### src/core/port_cfg_pkg.sv
// Constants, types and helpers shared by the port configuration loader
//
// Functional notes
// Ports 2-5 words at image 64h,66h,68h,6Ah
// Word bit 0 to C0h bit 24
// Word bit 1 to D0h bit 28
// Word bit 2 to 40h bit 21
// Word bit 3 to 144h bit 4
// Word bits 6:4 to CCh bits 26:24
// Word bits 15:9 to 154h bits 7:1
// Fields apply only after all words load
`default_nettype none

package port_cfg_pkg;

  localparam int NUM_PORTS = 4;
  localparam int PNUM_W = 3;
  localparam int TCMAP_W = 7;

  // Image word addresses of the per-port words
  localparam logic [7:0] IMG_PORT2_WORD = 8'h64;
  localparam logic [7:0] IMG_WORD_STEP = 8'h02;

  // Register indices; byte address is four times the index
  localparam logic [11:0] IDX_PORT2_WORD = 12'h064;
  localparam logic [11:0] IDX_PORT3_WORD = 12'h066;
  localparam logic [11:0] IDX_PORT4_WORD = 12'h068;
  localparam logic [11:0] IDX_PORT5_WORD = 12'h06A;
  localparam logic [11:0] IDX_CTRL = 12'h070;
  localparam logic [11:0] IDX_STATUS = 12'h071;

  // Control and status bits
  localparam int CTRL_RELOAD_BIT = 0;
  localparam int STAT_DONE_BIT = 0;
  localparam int STAT_BUSY_BIT = 1;

  // Built-in value of a word before loading
  localparam logic [15:0] INIT_WORD_DEFAULT = 16'h0000;

  // Source bit positions inside an initialization word
  localparam int SRC_SLOT_BIT = 0;
  localparam int SRC_CLK_BIT = 1;
  localparam int SRC_DSI_BIT = 2;
  localparam int SRC_LPVC_BIT = 3;
  localparam int SRC_PNUM_LSB = 4;
  localparam int SRC_TCMAP_LSB = 9;

  // Destination configuration offsets and bit positions
  localparam logic [11:0] CFG_SLOT_OFS = 12'h0C0;
  localparam int DST_SLOT_BIT = 24;
  localparam logic [11:0] CFG_CLK_OFS = 12'h0D0;
  localparam int DST_CLK_BIT = 28;
  localparam logic [11:0] CFG_DSI_OFS = 12'h040;
  localparam int DST_DSI_BIT = 21;
  localparam logic [11:0] CFG_LPVC_OFS = 12'h144;
  localparam int DST_LPVC_BIT = 4;
  localparam logic [11:0] CFG_PNUM_OFS = 12'h0CC;
  localparam int DST_PNUM_LSB = 24;
  localparam logic [11:0] CFG_TCMAP_OFS = 12'h154;
  localparam int DST_TCMAP_LSB = 1;

  // Loader states
  typedef enum logic [1:0] {
    LD_IDLE,
    LD_REQ,
    LD_DONE
  } load_state_t;

  // Byte address of a register index
  function automatic logic [11:0] regByteAddr(input logic [11:0] idx);
    regByteAddr = {idx[9:0], 2'b00};
  endfunction : regByteAddr

  // Image word address of a port slot
  function automatic logic [7:0] imgWordAddr(input logic [1:0] slot);
    imgWordAddr = IMG_PORT2_WORD + IMG_WORD_STEP * {6'h00, slot};
  endfunction : imgWordAddr

  // Half-word merge under APB byte strobes
  function automatic logic [15:0] mergeHalf(input logic [15:0] old, input logic [15:0] wd,
                                             input logic [1:0] strb);
    mergeHalf = {strb[1] ? wd[15:8] : old[15:8], strb[0] ? wd[7:0] : old[7:0]};
  endfunction : mergeHalf

endpackage : port_cfg_pkg

`default_nettype wire

### src/core/init_word_unpack.sv
// Unpacks one initialization word into its configuration fields
`default_nettype none

module init_word_unpack (
  // Source word
  input wire logic [15:0] initWord,
  // Extracted fields
  output logic slotImpl,
  output logic slotClk,
  output logic dsiReq,
  output logic lpvcOne,
  output logic [2:0] portNum,
  output logic [6:0] tcVcMap
);

  // slot implemented flag
  assign slotImpl = initWord[port_cfg_pkg::SRC_SLOT_BIT];
  // connector clock flag
  assign slotClk = initWord[port_cfg_pkg::SRC_CLK_BIT];
  // device specific init flag
  assign dsiReq = initWord[port_cfg_pkg::SRC_DSI_BIT];
  // low priority channel count
  assign lpvcOne = initWord[port_cfg_pkg::SRC_LPVC_BIT];
  // logical port number
  assign portNum = initWord[port_cfg_pkg::SRC_PNUM_LSB +: port_cfg_pkg::PNUM_W];
  // traffic class to VC0 map
  assign tcVcMap = initWord[port_cfg_pkg::SRC_TCMAP_LSB +: port_cfg_pkg::TCMAP_W];

endmodule : init_word_unpack

`default_nettype wire

### src/core/port_config_word_loader.sv
// Loads per-port configuration words for ports 2-5 from the image and applies them
//
// The implementer's own choice: the APB slave port.
`default_nettype none

module port_config_word_loader (
  // Clock and reset
  input wire logic clk_sys,
  input wire logic rstn,
  // APB slave
  input wire logic [11:0] paddr,
  input wire logic psel,
  input wire logic penable,
  input wire logic pwrite,
  input wire logic [31:0] pwdata,
  input wire logic [3:0] pstrb,
  output logic [31:0] prdata,
  output logic pready,
  output logic pslverr,
  // Configuration image memory
  output logic imgRd,
  output logic [7:0] imgAddr,
  input wire logic [15:0] imgData,
  input wire logic imgValid,
  // Applied per-port fields, port 2 in the lowest slice
  output logic [3:0] slotImpl,
  output logic [3:0] slotClk,
  output logic [3:0] dsiReq,
  output logic [3:0] lpvcOne,
  output logic [11:0] portNum,
  output logic [27:0] tcVcMap,
  output logic loadDone
);

  port_cfg_pkg::load_state_t state_q;
  logic [1:0] slot_q;
  logic imgRd_q;
  logic [7:0] imgAddr_q;
  logic done_q;
  logic [15:0] word_q [port_cfg_pkg::NUM_PORTS];
  logic [31:0] prdata_q;
  logic pready_q;
  logic pslverr_q;
  logic [3:0] slotImpl_q;
  logic [3:0] slotClk_q;
  logic [3:0] dsiReq_q;
  logic [3:0] lpvcOne_q;
  logic [11:0] portNum_q;
  logic [27:0] tcVcMap_q;

  // APB phase decode
  wire setupPhase = psel & ~penable;
  wire commit = psel & penable & pready_q;
  wire wrCommit = commit & pwrite;
  wire hitCtrl = (paddr == port_cfg_pkg::regByteAddr(port_cfg_pkg::IDX_CTRL));
  wire hitStatus = (paddr == port_cfg_pkg::regByteAddr(port_cfg_pkg::IDX_STATUS));
  wire [3:0] hitWord;
  wire reloadReq = wrCommit & hitCtrl & pstrb[0] & pwdata[port_cfg_pkg::CTRL_RELOAD_BIT];
  wire wordTaken = imgRd_q & imgValid;
  wire busy = ~done_q;

  // Word register hits, one per port
  assign hitWord[0] = (paddr == port_cfg_pkg::regByteAddr(port_cfg_pkg::IDX_PORT2_WORD));
  assign hitWord[1] = (paddr == port_cfg_pkg::regByteAddr(port_cfg_pkg::IDX_PORT3_WORD));
  assign hitWord[2] = (paddr == port_cfg_pkg::regByteAddr(port_cfg_pkg::IDX_PORT4_WORD));
  assign hitWord[3] = (paddr == port_cfg_pkg::regByteAddr(port_cfg_pkg::IDX_PORT5_WORD));
  wire mapped = (|hitWord) | hitCtrl | hitStatus;

  // Read data selection
  wire [15:0] wordSel = hitWord[0] ? word_q[0] :
                        hitWord[1] ? word_q[1] :
                        hitWord[2] ? word_q[2] :
                        hitWord[3] ? word_q[3] : 16'h0000;
  wire [31:0] statusWord = {30'h00000000, busy, done_q};
  wire [31:0] rdMux = hitStatus ? statusWord :
                      (|hitWord) ? {16'h0000, wordSel} : 32'h00000000;

  // APB answer: data and ready set up one cycle ahead of the access phase
  always_ff @(posedge clk_sys or negedge rstn) begin
    if (!rstn) begin
      pready_q <= 1'b0;
      prdata_q <= 32'h00000000;
      pslverr_q <= 1'b0;
    end else begin
      pready_q <= setupPhase;
      prdata_q <= (setupPhase & ~pwrite) ? rdMux : 32'h00000000;
      pslverr_q <= setupPhase & ~mapped;
    end
  end

  // image fetch sequencer, one word per port in port order
  always_ff @(posedge clk_sys or negedge rstn) begin
    if (!rstn) begin
      state_q <= port_cfg_pkg::LD_IDLE;
      slot_q <= 2'b00;
      imgRd_q <= 1'b0;
      imgAddr_q <= 8'h00;
      done_q <= 1'b0;
    end else if (reloadReq) begin
      state_q <= port_cfg_pkg::LD_IDLE;
      slot_q <= 2'b00;
      imgRd_q <= 1'b0;
      done_q <= 1'b0;
    end else begin
      case (state_q)
        port_cfg_pkg::LD_IDLE: begin
          state_q <= port_cfg_pkg::LD_REQ;
          imgRd_q <= 1'b1;
          imgAddr_q <= port_cfg_pkg::imgWordAddr(slot_q);
        end
        port_cfg_pkg::LD_REQ: begin
          if (imgValid) begin
            imgRd_q <= 1'b0;
            if (slot_q == 2'b11) begin
              state_q <= port_cfg_pkg::LD_DONE;
              done_q <= 1'b1;
            end else begin
              state_q <= port_cfg_pkg::LD_IDLE;
              slot_q <= slot_q + 2'b01;
            end
          end
        end
        default: begin
          imgRd_q <= 1'b0;
        end
      endcase
    end
  end

  // Word store; a fetched word wins over a same-cycle software write
  always_ff @(posedge clk_sys or negedge rstn) begin
    if (!rstn) begin
      for (int p = 0; p < port_cfg_pkg::NUM_PORTS; p++) begin
        word_q[p] <= port_cfg_pkg::INIT_WORD_DEFAULT;
      end
    end else begin
      for (int p = 0; p < port_cfg_pkg::NUM_PORTS; p++) begin
        if (wordTaken && slot_q == p[1:0]) begin
          word_q[p] <= imgData;
        end else if (wrCommit && hitWord[p]) begin
          word_q[p] <= port_cfg_pkg::mergeHalf(word_q[p], pwdata[15:0], pstrb[1:0]);
        end
      end
    end
  end

  // Per-port unpack of the effective word
  wire [3:0] slotImplD;
  wire [3:0] slotClkD;
  wire [3:0] dsiReqD;
  wire [3:0] lpvcOneD;
  wire [11:0] portNumD;
  wire [27:0] tcVcMapD;
  genvar g;
  generate
    for (g = 0; g < port_cfg_pkg::NUM_PORTS; g++) begin : gPort
      // defaults stand until every word is loaded
      wire [15:0] effWord = done_q ? word_q[g] : port_cfg_pkg::INIT_WORD_DEFAULT;
      init_word_unpack uUnpack (
        .initWord(effWord),
        .slotImpl(slotImplD[g]),
        .slotClk(slotClkD[g]),
        .dsiReq(dsiReqD[g]),
        .lpvcOne(lpvcOneD[g]),
        .portNum(portNumD[g*3 +: 3]),
        .tcVcMap(tcVcMapD[g*7 +: 7])
      );
    end
  endgenerate

  // Registered field outputs
  always_ff @(posedge clk_sys or negedge rstn) begin
    if (!rstn) begin
      slotImpl_q <= 4'h0;
      slotClk_q <= 4'h0;
      dsiReq_q <= 4'h0;
      lpvcOne_q <= 4'h0;
      portNum_q <= 12'h000;
      tcVcMap_q <= 28'h0000000;
    end else begin
      slotImpl_q <= slotImplD;
      slotClk_q <= slotClkD;
      dsiReq_q <= dsiReqD;
      lpvcOne_q <= lpvcOneD;
      portNum_q <= portNumD;
      tcVcMap_q <= tcVcMapD;
    end
  end

  // Output drive
  assign prdata = prdata_q;
  assign pready = pready_q;
  assign pslverr = pslverr_q;
  assign imgRd = imgRd_q;
  assign imgAddr = imgAddr_q;
  assign slotImpl = slotImpl_q;
  assign slotClk = slotClk_q;
  assign dsiReq = dsiReq_q;
  assign lpvcOne = lpvcOne_q;
  assign portNum = portNum_q;
  assign tcVcMap = tcVcMap_q;
  assign loadDone = done_q;

  generate
    for (g = 0; g < port_cfg_pkg::NUM_PORTS; g++) begin : gChk

    end
  endgenerate

  // Word store: image words and strobed software writes
  generate
    for (g = 0; g < port_cfg_pkg::NUM_PORTS; g++) begin : gStore

    end
  endgenerate
endmodule : port_config_word_loader

`default_nettype wire

### config.mk
export PLATFORM = sky130hd
export DESIGN_NAME = port_config_word_loader
export DESIGN_NICKNAME = d
export VERILOG_FILES = /design/src/core/port_cfg_pkg.sv /design/src/core/init_word_unpack.sv /design/src/core/port_config_word_loader.sv
export SDC_FILE = /design/constraint.sdc
export NUM_CORES = 1
export LEC_CHECK = 0
export BUFFER_PORTS_ARGS = -buffer_cell sky130_fd_sc_hd__clkbuf_2
export CORE_MARGIN = 4
export CORE_UTILIZATION = 50
export CTS_CLUSTER_SIZE = 24
export DETAILED_ROUTE_END_ITERATION = 16
export PLACE_DENSITY = 0.8
export SETUP_SLACK_MARGIN = 0.1
export SLEW_MARGIN = 15
export SYNTH_ARGS = -nofsm -noshare
export SYNTH_HDL_FRONTEND = slang
export SYNTH_SLANG_ARGS = --single-unit
### constraint.sdc
create_clock -name clk_sys -period 2.3 [get_ports clk_sys]
set_input_delay 0.23 -clock clk_sys [delete_from_list [all_inputs] [get_ports clk_sys]]
set_output_delay 0.23 -clock clk_sys [all_outputs]
set_load 0.1 [all_outputs]
==> metrics.md <==
| Metric | Value |
|---|---|
| Most used DFF post-synth | `dfrtp_1` |
| Starting Density | `0.510` |
| ANT cells | `0` |
| Distinct cells, synth | `47` |
| Worst Hold Launch | `penable` |
| Max-slew headroom | `0.624` |
| Hold_ws | `about 15 ps` |
| Worst-Margin Slew | `between 500 and 600 ps` |
| Critical R2R Launch | `slot_q[0]$_DFFE_PN0P_` |
| Total placed cells including tap cells | `887` |
| Via count | `5318` |
| Fin. max-slew vios | `0` |
| DR vias/cell | `~5.8` |
| Post CTS Setup Buffer Count | `0` |
| Starting DRT DRC Count | `552` |
| Synth cell count leaders | `dfrtp_1 (148), mux2_2 (64), and2_1 (57)` |
| Core Region | `13200 sq um` |
| Synth top area cells | `dfrtp_1 (55%), mux2_2 (11%), and2_1 (5.3%)` |
| Async S/R FF share, synth | `1.00` |
| Final worst slack | `362 ps` |
| Max-cap violation count | `0` |
| Die height | `124 um` |
| EDFF count, synth | `0` |
| Area leader, netlist | `dfrtp_1` |
| Die ar. | `about 15000 sq um` |
| Overflow after GRT | `0` |
| DRC violation count after routing | `0` |
| DP HPWL | `11500 um` |
| Leakage power | `4.03 nW` |
| Netlist Area Pre-Place | `6730 sq um` |
| Max clock buf depth | `2` |
| #FFs+latches synth | `148` |
| Largest net degree at the start of global routing | `64` |
| 1st-pass router iterations | `6` |
| R2r setup slk | `between 300 and 400 ps` |
| Crit path required time | `2600 ps` |
| Setup slack at placement | `-37.7 ps` |
| Filler instances | `just over 1000` |
| Fmax | `around 520 MHz` |
| Total power draw | `13.6 mW` |
| Clock sink total | `148` |
| Fin crit period | `1940 ps` |
| First-pass GRT wire length | `27100 um` |
| Vias in the first global route | `5291` |
| Hold Path Class | `in -> reg` |
| Ports | `170` |
| Yosys warnings | `0` |
| Crit. End Element | `flip-flop` |
| Fraction of layout cells with a size suffix above 1 | `0.358` |
| Non-Filler Instances | `920` |
| Multi-input gate area | `2810 sq um` |
| Port bufs | `132` |
| Setup crit start kind | `flip-flop` |
| Syn Inst Count | `roughly 590` |
| Worst-Skew Late Latency | `approximately 420 ps` |
| Post-synthesis sequential area ratio | `0.551` |
| Reg clk slew, reported paths | `around 60 ps` |
| Die W | `~120 um` |
| Yosys top cell area share | `0.551` |
| Final Wtd Congestion | `between 0.9 and 1` |
| Status | `completed` |
| Hold path depth | `2` |
| Setup violators final | `0` |
| Worst r2r dst | `word_q[21]$_DFFE_PN0P_` |
| Syn avg cell area | `approximately 11 sq um` |
| Peak supply drop | `0.855 mV` |
| Final Hold Fails | `0` |
| Critical path arrival | `2240 ps` |
| Post-cts resize count | `0` |
| Final Core Density | `0.634` |
| GR Util All Layers | `0.233` |
| Hold_buf cts | `1` |
| P per Cell Area | `1630 nW/um^2` |
| End point of the worst hold path | `pready$_DFF_PN0_` |
| Clock buffer count from CTS | `17` |
| Area grow syn2layout | `24.3%` |
| Worst-path maximum fanout | `16` |
| CTS root buffer | `clkbuf_16` |
| Worst r2r path cells | `6` |
| Critical path type | `reg -> reg` |
| ANT nets after route | `0` |
| Tcrit/Tclk final | `0.843` |
| Initial antenna violation count | `1` |
| Core Rows | `42` |
| CTS HTree Levels | `4` |
| Count leader, synth | `dfrtp_1` |
| Routed WL | `roughly 18000 um` |
| Reg area | `3710 sq um` |
| RSZ-0062 raised after global routing | `false` |
| CTS tree | `yes` |
| Layout Skew | `7.33 ps` |
| Final #Nets | `slightly above 800` |
| WL per Instance | `19.0 um` |
final cells by class:
| type | instances | share of cell area |
|---|---|---|
| tap | 176 | 0.0263 |
| inverter | 4 | 0.00180 |
| clock inverter | 10 | 0.0183 |
| multi-input combinational | 398 | 0.336 |
| timing repair buffer | 162 | 0.118 |
| sequential | 148 | 0.443 |
| clock buffer | 22 | 0.0567 |
per-layer routing:
layer | up-vias | share of wire | global-route usage | routed length (um)
met5 | - | 0.00074 | 0 | 13
met3 | 57 | 0.095 | 0.0599 | 1660
met2 | 297 | 0.50 | 0.389 | 8720
li1 | 2371 | - | - | -
met1 | 2591 | 0.37 | 0.281 | 6540
met4 | 2 | 0.034 | 0.116 | 591
worst max path at each step:
stage                           from                endpoint  cells past startpoint
6_report       slot_q[0]$_DFFE_PN0P_  word_q[21]$_DFFE_PN0P_                      6
4_1_cts        slot_q[0]$_DFFE_PN0P_  word_q[25]$_DFFE_PN0P_                      7
3_5_place_dp                paddr[9]  word_q[25]$_DFFE_PN0P_                      6
2_1_floorplan               paddr[9]  word_q[17]$_DFFE_PN0P_                      5
3_3_place_gp                paddr[9]  word_q[32]$_DFFE_PN0P_                      6
5_1_grt        slot_q[0]$_DFFE_PN0P_  word_q[21]$_DFFE_PN0P_                      6
critical path, stage by stage (launching register included):
cell and delay [ps]:
dfrtp_1 430, inv_1 90, ha_1 200, nand3_1 110, buf_4 320, mux2_2 390
mux2_1 290
stage by stage:
stage / setup TNS [ps] / area (sq um)
5_1_grt: 0 / 8360
3_3_place_gp: 0 / 7720
4_1_cts: 0 / 8360
2_1_floorplan: 0 / 6800
6_report: 0 / 8360
3_5_place_dp: -481 / 7720
layout by cell type, fill, tap and decap left out, types with 3 or more instances in the layout:
cell type,count
clkinv_2,5
nand2b_1,3
clkbuf_2,130
dfrtp_1,146
inv_1,4
nor2_1,40
conb_1,19
o211a_1,14
nor3_1,3
a32oi_1,14
a21oi_1,17
nand3_1,37
o21ai_0,45
mux2_1,5
ha_1,4
and2_1,57
nor3_4,4
a31oi_1,32
mux2_2,64
buf_12,7
o21ai_1,4
buf_4,23
clkbuf_8,3
bufinv_16,4
and4_1,3
clkbuf_16,17
nand2_1,3
registers in the layout (all words and copies together) (netlist names):
register / count
pslverr: 1
prdata: 16
imgRd: 1
loadDone: 1
slotClk: 4
lpvcOne: 4
dsiReq: 4
imgAddr: 4
tcVcMap: 28
slot_q: 2
portNum: 12
word_q: 64
slotImpl: 4
state_q: 2
pready: 1
power breakdown:
group,switching [mW],internal [mW],leakage (nW),total [mW]
Combinational,5.04,1.34,1.87,6.39
Clock,1.01,1.89,0.310,2.90
Sequential,0.609,3.70,1.85,4.31
kinds of logic (layout without fill, tap and decap cells):
kind of cell    Yosys count  in the layout  synth area share
simple gates            170            170             0.147
flops                   148            148             0.551
compound gates          135            135             0.129
mux                      69             69             0.116
buf+inv                  66            198            0.0482
fa+ha+maj                 4              4           0.00744
other cells               1             19          0.000558
xor+xnor                  1              1           0.00130
Note: power is estimated with default switching activity, not from simulation.
